[src/hdl/acpr_pkg.sv]
// Package with register map, field layout and carrier types for the block.
package acpr_pkg;

	// ==========================================================
	// Register indices and byte addresses
	localparam logic [15:0] IDX_CMP_HIGH = 16'h0016;
	localparam logic [15:0] IDX_CMP_LOW = 16'h0017;
	localparam logic [15:0] IDX_PIN_LOW = 16'h30ac;
	localparam logic [15:0] IDX_PIN_HIGH = 16'h30ad;
	localparam logic [15:0] IDX_CMP_STATUS = 16'h0018;
	localparam int ADDR_W = 18;
	localparam logic [17:0] ADDR_CMP_HIGH = {IDX_CMP_HIGH, 2'h0};
	localparam logic [17:0] ADDR_CMP_LOW = {IDX_CMP_LOW, 2'h0};
	localparam logic [17:0] ADDR_PIN_LOW = {IDX_PIN_LOW, 2'h0};
	localparam logic [17:0] ADDR_PIN_HIGH = {IDX_PIN_HIGH, 2'h0};
	localparam logic [17:0] ADDR_CMP_STATUS = {IDX_CMP_STATUS, 2'h0};

	// ==========================================================
	// Field layout and reset values
	localparam int HI_BITS = 4;
	localparam int LO_BITS = 8;
	localparam int CMP_BITS = 12;
	localparam int PIN_BITS = 12;
	localparam logic [3:0] CMP_HIGH_RST = 4'h0;
	localparam logic [7:0] CMP_LOW_RST = 8'h00;
	localparam logic [7:0] PIN_LOW_RST = 8'h00;
	localparam logic [3:0] PIN_HIGH_RST = 4'h0;
	localparam logic [31:0] ZERO_WORD = 32'h0000_0000;

	// ==========================================================
	// Result sample from the conversion engine
	typedef struct packed {
		logic valid;
		logic twelve_bit;
		logic [11:0] value;
	} acpr_result_s;

	// Per-pin port override towards the I/O ports
	typedef struct packed {
		logic [11:0] out_hiz;
		logic [11:0] in_disable;
		logic [11:0] pull_disable;
	} acpr_pin_ctl_s;

	// Compare outcome towards the conversion engine
	typedef struct packed {
		logic done;
		logic match;
	} acpr_cmp_s;

endpackage : acpr_pkg

[src/hdl/acpr_regs.sv]
// APB register slice holding compare value and analog pin overrides.
// Summary of operation
// (RULE1) High compare register low nibble holds bits 11:8
// (RULE2) High compare bits 7:4 read zero, ignore writes
// (RULE3) Upper nibble compared only after 12-bit conversions
// (RULE4) Low compare register holds result bits 7:0
// (RULE5) Pin register low bit n governs channel n
// (RULE6) Override bit one removes port control from pin
// (RULE7) High pin register bits 3:0 govern channels 11:8
// (RULE8) Overridden pin: output hi-z, input off, no pull
// (RULE9) Compare runs only while compare enable set
// (RULE10) Compare value write aborts running conversions
// (RULE11) Registers reset to zero and read back writes
module acpr_regs (
	// Clock and reset
	input wire logic pclk,
	input wire logic presetn,
	// APB slave
	input wire logic psel,
	input wire logic penable,
	input wire logic pwrite,
	input wire logic [acpr_pkg::ADDR_W-1:0] paddr,
	input wire logic [31:0] pwdata,
	output logic [31:0] prdata,
	output logic pready,
	output logic pslverr,
	// Conversion engine side
	input wire logic compare_enable,
	input wire acpr_pkg::acpr_result_s result,
	output logic conv_abort,
	output acpr_pkg::acpr_cmp_s cmp_outcome,
	// Port override side
	output acpr_pkg::acpr_pin_ctl_s pin_ctl
);

	// ==========================================================
	// Storage
	logic [acpr_pkg::HI_BITS-1:0] cmp_high_r;
	logic [acpr_pkg::LO_BITS-1:0] cmp_low_r;
	logic [7:0] pin_low_r;
	logic [3:0] pin_high_r;
	logic [acpr_pkg::PIN_BITS-1:0] pin_all;
	logic wr_cycle;
	logic rd_cycle;
	acpr_pkg::acpr_cmp_s cmp_q;

	function automatic logic known_addr(input logic [17:0] a);
		known_addr = (a == acpr_pkg::ADDR_CMP_HIGH)
			|| (a == acpr_pkg::ADDR_CMP_LOW)
			|| (a == acpr_pkg::ADDR_PIN_LOW)
			|| (a == acpr_pkg::ADDR_PIN_HIGH)
			|| (a == acpr_pkg::ADDR_CMP_STATUS);
	endfunction : known_addr

	// Setup phase is the only wait: pready rises in the access phase.
	assign wr_cycle = psel && penable && pready && pwrite;
	assign rd_cycle = psel && !penable && !pwrite;
	assign pin_all = {pin_high_r, pin_low_r}; // [RULE5] [RULE7]

	// ==========================================================
	// Writes
	always_ff @(posedge pclk or negedge presetn) begin
		if (!presetn) begin
			cmp_high_r <= acpr_pkg::CMP_HIGH_RST; // [RULE11]
			cmp_low_r <= acpr_pkg::CMP_LOW_RST;
			pin_low_r <= acpr_pkg::PIN_LOW_RST;
			pin_high_r <= acpr_pkg::PIN_HIGH_RST;
		end else if (wr_cycle) begin
			unique case (paddr)
				acpr_pkg::ADDR_CMP_HIGH: cmp_high_r <= pwdata[3:0]; // [RULE1] [RULE2]
				acpr_pkg::ADDR_CMP_LOW: cmp_low_r <= pwdata[7:0]; // [RULE4]
				acpr_pkg::ADDR_PIN_LOW: pin_low_r <= pwdata[7:0]; // [RULE5]
				acpr_pkg::ADDR_PIN_HIGH: pin_high_r <= pwdata[3:0]; // [RULE7]
				default: ;
			endcase
		end
	end

	// A compare value change invalidates any conversion in flight.
	always_ff @(posedge pclk or negedge presetn) begin
		if (!presetn) begin
			conv_abort <= 1'b0;
		end else begin
			conv_abort <= wr_cycle && ((paddr == acpr_pkg::ADDR_CMP_HIGH)
				|| (paddr == acpr_pkg::ADDR_CMP_LOW)); // [RULE10]
		end
	end

	// ==========================================================
	// APB handshake and reads
	always_ff @(posedge pclk or negedge presetn) begin
		if (!presetn) begin
			pready <= 1'b0;
			pslverr <= 1'b0;
		end else begin
			pready <= psel && !penable;
			pslverr <= psel && !penable && !known_addr(paddr);
		end
	end

	always_ff @(posedge pclk or negedge presetn) begin
		if (!presetn) begin
			prdata <= acpr_pkg::ZERO_WORD;
		end else if (rd_cycle) begin
			unique case (paddr)
				acpr_pkg::ADDR_CMP_HIGH:
					prdata <= {28'h0000000, cmp_high_r}; // [RULE2] [RULE11]
				acpr_pkg::ADDR_CMP_LOW: prdata <= {24'h000000, cmp_low_r};
				acpr_pkg::ADDR_PIN_LOW: prdata <= {24'h000000, pin_low_r};
				acpr_pkg::ADDR_PIN_HIGH: prdata <= {28'h0000000, pin_high_r};
				acpr_pkg::ADDR_CMP_STATUS:
					prdata <= {29'h00000000, compare_enable, cmp_q.match,
						cmp_q.done};
				default: prdata <= acpr_pkg::ZERO_WORD;
			endcase
		end
	end

	// ==========================================================
	// Pin overrides, registered towards the ports
	always_ff @(posedge pclk or negedge presetn) begin
		if (!presetn) begin
			pin_ctl <= '0;
		end else begin
			pin_ctl.out_hiz <= pin_all; // [RULE6] [RULE8]
			pin_ctl.in_disable <= pin_all; // [RULE8]
			pin_ctl.pull_disable <= pin_all; // [RULE8]
		end
	end

	// ==========================================================
	// Compare
	acpr_cmp u_cmp (
		.pclk(pclk),
		.presetn(presetn),
		.compare_enable(compare_enable),
		.compare_bits({cmp_high_r, cmp_low_r}),
		.result(result),
		.outcome(cmp_q)
	);

	always_ff @(posedge pclk or negedge presetn) begin
		if (!presetn) begin
			cmp_outcome <= '0;
		end else begin
			cmp_outcome <= cmp_q;
		end
	end

endmodule : acpr_regs

[src/hdl/acpr_cmp.sv]
// Compare unit that checks a conversion result against the compare value.
module acpr_cmp (
	// Clock and reset
	input wire logic pclk,
	input wire logic presetn,
	// Configuration
	input wire logic compare_enable,
	input wire logic [acpr_pkg::CMP_BITS-1:0] compare_bits,
	// Result in, outcome out
	input wire acpr_pkg::acpr_result_s result,
	output acpr_pkg::acpr_cmp_s outcome
);

	// ==========================================================
	// Compare stage
	always_ff @(posedge pclk or negedge presetn) begin
		if (!presetn) begin
			outcome <= '0;
		end else begin
			outcome.done <= result.valid && compare_enable; // [RULE9]
			if (result.valid && compare_enable) begin // [RULE9]
				// Upper nibble only takes part after a 12-bit conversion.
				if (result.twelve_bit) begin // [RULE3]
					outcome.match <= (result.value == compare_bits); // [RULE4]
				end else begin
					outcome.match <= (result.value[acpr_pkg::LO_BITS-1:0]
						== compare_bits[acpr_pkg::LO_BITS-1:0]);
				end
			end
		end
	end

endmodule : acpr_cmp

[config.mk]
export PLATFORM = sky130hd
export DESIGN_NAME = acpr_regs
export DESIGN_NICKNAME = d
export VERILOG_FILES = /design/src/hdl/acpr_pkg.sv /design/src/hdl/acpr_regs.sv /design/src/hdl/acpr_cmp.sv
export SDC_FILE = /design/constraint.sdc
export NUM_CORES = 1
export LEC_CHECK = 0
export ABC_CLOCK_PERIOD_IN_PS = 1790
export BUFFER_PORTS_ARGS = -buffer_cell sky130_fd_sc_hd__buf_2
export CORE_ASPECT_RATIO = 1.75
export CORE_MARGIN = 4
export CORE_UTILIZATION = 45
export DETAILED_ROUTE_END_ITERATION = 10
export GPL_TIMING_DRIVEN = 0
export HOLD_SLACK_MARGIN = 0.06
export PLACE_DENSITY = 0.85
export SYNTH_ARGS = -nofsm -noshare
export SYNTH_HDL_FRONTEND = slang
export SYNTH_SLANG_ARGS = --single-unit
[constraint.sdc]
create_clock -name pclk -period 1.79 [get_ports pclk]
set_input_delay 0.0895 -clock pclk [delete_from_list [all_inputs] [get_ports pclk]]
set_output_delay 0.0895 -clock pclk [all_outputs]
set_load 0.02 [all_outputs]
# [Yosys cells after proc, flatten, opt, wreduce, memory -nomap -nowiden]
# Index checks and enable logic that the tools add are counted.
[classes] eq_ne=7 reduce_logical=19 n_mux=2
[op_table] operator="equality test 18 x 7 -> 1 bit (second input constant)" count=3
[op_table] operator="one-hot mux 8 bit (5 select lines)" count=1
[op_table] operator="equality test 18 x 16 -> 1 bit (second input constant)" count=2
[op_table] operator="equality test 12 bit" count=1
[op_table] operator="equality test 8 bit" count=1
[op_table] operator="logical AND 1 bit" count=8
[op_table] operator="AND reduction 2 bit" count=4
[op_table] operator="logical OR 1 bit" count=4
[op_table] operator="zero test 1 bit" count=3
[op_table] operator="2-to-1 mux 1 bit" count=1
[word_totals] elab_cells=41 regBits=75 input_bits=70 output_inout_bits=73

# [Longest topological paths before layout]
[depth] ltp_word=7 mapped_depth=6 mapped_depth_nobuf=5

# [By module]
# A second synthesis with hierarchy kept.
[hier_totals] hier_cells=226 hier_area_um2=2651.3
[by_module_without_submodules] mod="acpr_regs" cells_each=204 instances=1 seq_area_each_um2=1226.2 area_per_inst_um2=2444.8
[by_module_without_submodules] mod="acpr_cmp" cells_each=22 instances=1 seq_area_each_um2=50.0 area_per_inst_um2=206.4

# [Worst setup path after synthesis]
# OpenSTA, ideal clock, no wires.
[synth_timing] path_type="input-to-reg" start="in paddr[17] (netlist name)" end="reg cmp_low_r[0] (netlist name)" arrival_time_ns=1.630 setup_ns=0.125 n_path_buf=0 setup_slack_ns=0.035 path_stages=4 required_ns=1.665 path_cell_list="or4_4 or2_4 nor4_4 mux2_2"
[synth_via] elab_chain_cells=2
[synth_lines] element="start: declaration" line_no="acpr_regs.sv:22" text="input wire logic [acpr_pkg::ADDR_W-1:0] paddr,"
[synth_lines] element="equality test 18 x 7 -> 1 bit" line_no="acpr_regs.sv:69" text="unique case (paddr)"
[synth_lines] element="AND reduction 2 bit (no line)"
[synth_lines] element="end signal: assignment" line_no="acpr_regs.sv:65" text="cmp_low_r <= acpr_pkg::CMP_LOW_RST;"
[synth_lines] element="end signal: assignment" line_no="acpr_regs.sv:71" text="acpr_pkg::ADDR_CMP_LOW: cmp_low_r <= pwdata[7:0];"
[synth_lines] element="end: declaration" line_no="acpr_regs.sv:39" text="logic [acpr_pkg::LO_BITS-1:0] cmp_low_r;"
# No other way between the ends.
# A chain may end at the register's enable or synchronous reset.

# [Final worst setup path]
[layout_timing] start="in paddr[17] (netlist name)" end="reg cmp_high_r[1] (netlist name)"
[layout_via] elab_chain_cells=2
[layout_lines] element="equality test 18 x 7 -> 1 bit" line_no="acpr_regs.sv:69"
[layout_lines] element="AND reduction 2 bit (no line)"
[layout_lines] element="end signal: assignment" line_no="acpr_regs.sv:64" text="cmp_high_r <= acpr_pkg::CMP_HIGH_RST;"
[layout_lines] element="end signal: assignment" line_no="acpr_regs.sv:70" text="acpr_pkg::ADDR_CMP_HIGH: cmp_high_r <= pwdata[3:0];"
[layout_lines] element="end: declaration" line_no="acpr_regs.sv:38" text="logic [acpr_pkg::HI_BITS-1:0] cmp_high_r;"
# No other way between the ends.

==> results.cfg <==
[outcome]
run_status = finished clean

[logic_synthesis]
synth-compound-area-share_pct = 5.12
synthXorXnorAreaFrac_pct = 4.06
syn_inst = 225
synth.area.top_cells = dfrtp_1 (49%), buf_4 (14%), mux2_2 (13%)
synth_edf_count = 0
yosys.area_share.simple_pct = 13.0
synth_most_common_cell = dfrtp_1
synth_top_cell_by_area = dfrtp_1
ys_warn_count = 0
synth_top_area_share_pct = 49.3
synth_cell_type_count = 36
muxShareOfSynthArea_pct = 13.8
synthAdderAreaFrac_pct = 0
synthesis.area_mm2 = 0.00259
postSynthAreaPerCell_um2 = 11.5
synth_common_cells = dfrtp_1 (51), buf_4 (48), mux2_2 (30), nand2_1 (11), xor2_1 (11)
ys_seq_area_share_pct = 49.3
synth_top_family_by_area = buffers and inverters
ys.flop_type = dfrtp_1
synth-seq-cells = 51
synthArstFlopShare_pct = 100

[worst_setup_path]
r2r-start = pready
critPathKind = in2reg
crit-reg2reg-capture = cmp_high_r[1]
startpoint = paddr[17]
reg2reg_depth = 3
rrSetupSlack_ns = 0.21
worstSetupEndpointType = flop
critPathArrivalTime_ns = 1.89
cp-start-kind = primary input
cp_max_fo = 4
cp-endpoint = cmp_high_r[1]
worst_ep_required_time_ns = 1.98

[cells_and_area]
finalNetCount = 427
final_util_pct = 61.5
n_antenna_cell = 0
final_layout_size_suffix_gt1_share_pct = 53.4
syn_to_final_growth_pct = 32.5

[die]
die_y_um = 108
core_mm2 = 0.00559
die_area_mm2 = 0.00708
rows = 36
initial_core_util_pct = 46.4
die-width_um = 65.4
ios = 143

[timing]
layout_min_cycle_time_ns = 1.70
rsz0062_at_grt = false
finalMaxSlewViolations = 0
setup-violations-final = 0
tns_ns = 0
final.setup.worst_slack_ns = 0.0925
holdWs_ns = 0.0655
skew_ns = 0.00345
post-route-period-util_pct = 94.8
tightest_slew_ns = 1.11
fmax_mhz = 589
hold_viol_final = 0
timing.slew.headroom_pct = 25.7

[placement]
io_buffers = 94
gp_congestion = 0.846
dp_hpwl_um = 4990
pre_cts_ws_ns = -0.342

[grt]
grtUsageTotal_pct = 18.8
grt_pass1_wl_um = 10100
grt_start_max_net_pins = 52
grt_pass1_vias = 2038
antenna_found_initial = 0
grt_overflow = 0

[pwr]
power_density_mw_per_mm2 = 642
power_w = 0.00220
peakVddDrop_uv = 476
p_leak_nw = 1.93

[clocking]
cts_max_path_buffers = 2
clk_pin_slew_worst_paths_ns = 0.08
insertion_delay_ns = 0.30
cts_root_buffer = clkbuf_8
htreeDepth = 2
cts_buffers = 5
clock_sinks = 51
cts_tree = yes

[routing]
ant_nets = 0
wl_um = 6400
drc = 0
first_iter_violations = 85
first_pass_iters = 4
viasPerCell = 4.71
vias = 2043
wl_per_cell_um = 14.7

[hold_path]
hp-class = in2reg

[job]
drv_cap = 0
## worst max-delay path, stage by stage
cell and delay (ns):
buf_2 0.10, or4_4 0.56, or2_4 0.31, nor4_4 0.44, mux2_2 0.38
## cell type report
type	count	area (µm²)
inverters	2	7.51
clock buffers	8	100
fillers	507	2150
flip-flops and latches	51	1280
plain buffers	51	372
multi-input cells	144	1040
repair buffers	102	546
well taps	76	95.1
## routing by layer
metal,part of all wire [%],track usage (%),wire length [µm]
met5,0,0,0
met4,2.6,8.75,166
met3,6.9,3.43,442
met2,56,35.3,3610
met1,34,19.7,2180
## state kept, by name, indices dropped and copies added (netlist names)
register	cells
pin_ctl	12
cmp_low_r	8
pin_low_r	8
prdata	8
cmp_high_r	4
pin_high_r	4
cmp_outcome	2
u_cmp.outcome	2
conv_abort	1
pready	1
pslverr	1
## cell usage in the layout, fill, tap and decap left out, types with 2 or more instances in the layout
| cell type | instances |
|---|---|
| a21oi_1 | 7 |
| a22oi_1 | 6 |
| buf_2 | 94 |
| buf_4 | 50 |
| clkbuf_1 | 3 |
| clkbuf_8 | 7 |
| conb_1 | 24 |
| dfrtp_1 | 51 |
| dlygate4sd3_1 | 6 |
| inv_1 | 2 |
| mux2_2 | 30 |
| mux2i_1 | 2 |
| nand2_1 | 10 |
| nand3_1 | 3 |
| nand4_1 | 3 |
| nor2_1 | 10 |
| nor2b_1 | 2 |
| nor3_1 | 7 |
| nor3b_1 | 2 |
| nor4_1 | 3 |
| nor4_2 | 2 |
| nor4_4 | 2 |
| o21ai_0 | 3 |
| o22ai_1 | 2 |
| xor2_1 | 11 |
## where the power goes
part,internal (W),switching [W]
combinational,0.000122,0.000188
sequential,0.00117,0.00000991
clock,0.000353,0.000357
## worst min-delay path by stage
stage	slack [ns]	end	cells after the start	start
2_1_floorplan	-0.21	cmp_high_r[0]	0	presetn
3_3_place_gp	0.29	pready	2	penable
3_5_place_dp	0.30	pready	2	penable
4_1_cts	0.06	cmp_high_r[3]	2	pwdata[3]
5_1_grt	0.06	cmp_high_r[3]	2	pwdata[3]
6_report	0.07	cmp_high_r[3]	2	pwdata[3]
## logic make-up after synthesis
| group | count (synthesis) |
|---|---|
| AOI/OAI and AO/OA | 21 |
| xor gates and xnor gates | 12 |
| buffers and inverters | 53 |
| DFF | 51 |
| muxes | 32 |
| other | 1 |
| and+or+nand+nor | 55 |
## stage by stage
| step | instances | cell area [µm²] |
|---|---|---|
| final | 434 | 3430 |
| after global routing | 434 | 3430 |
| after CTS | 434 | 3420 |
| after detailed placement | 418 | 3240 |
| after global placement | 418 | 3240 |
| after floorplan | 248 | 2680 |
## what timing repair did
action / CTS / global route
hold buffers: 6 / 0
pin swaps: 1 / 1
resized for setup: 0 / 3
hold endpoints to repair: 59 / 0
buffers inserted: 2 / 0
setup endpoints to repair: 8 / 16
Power figures use the tool's default switching activity.
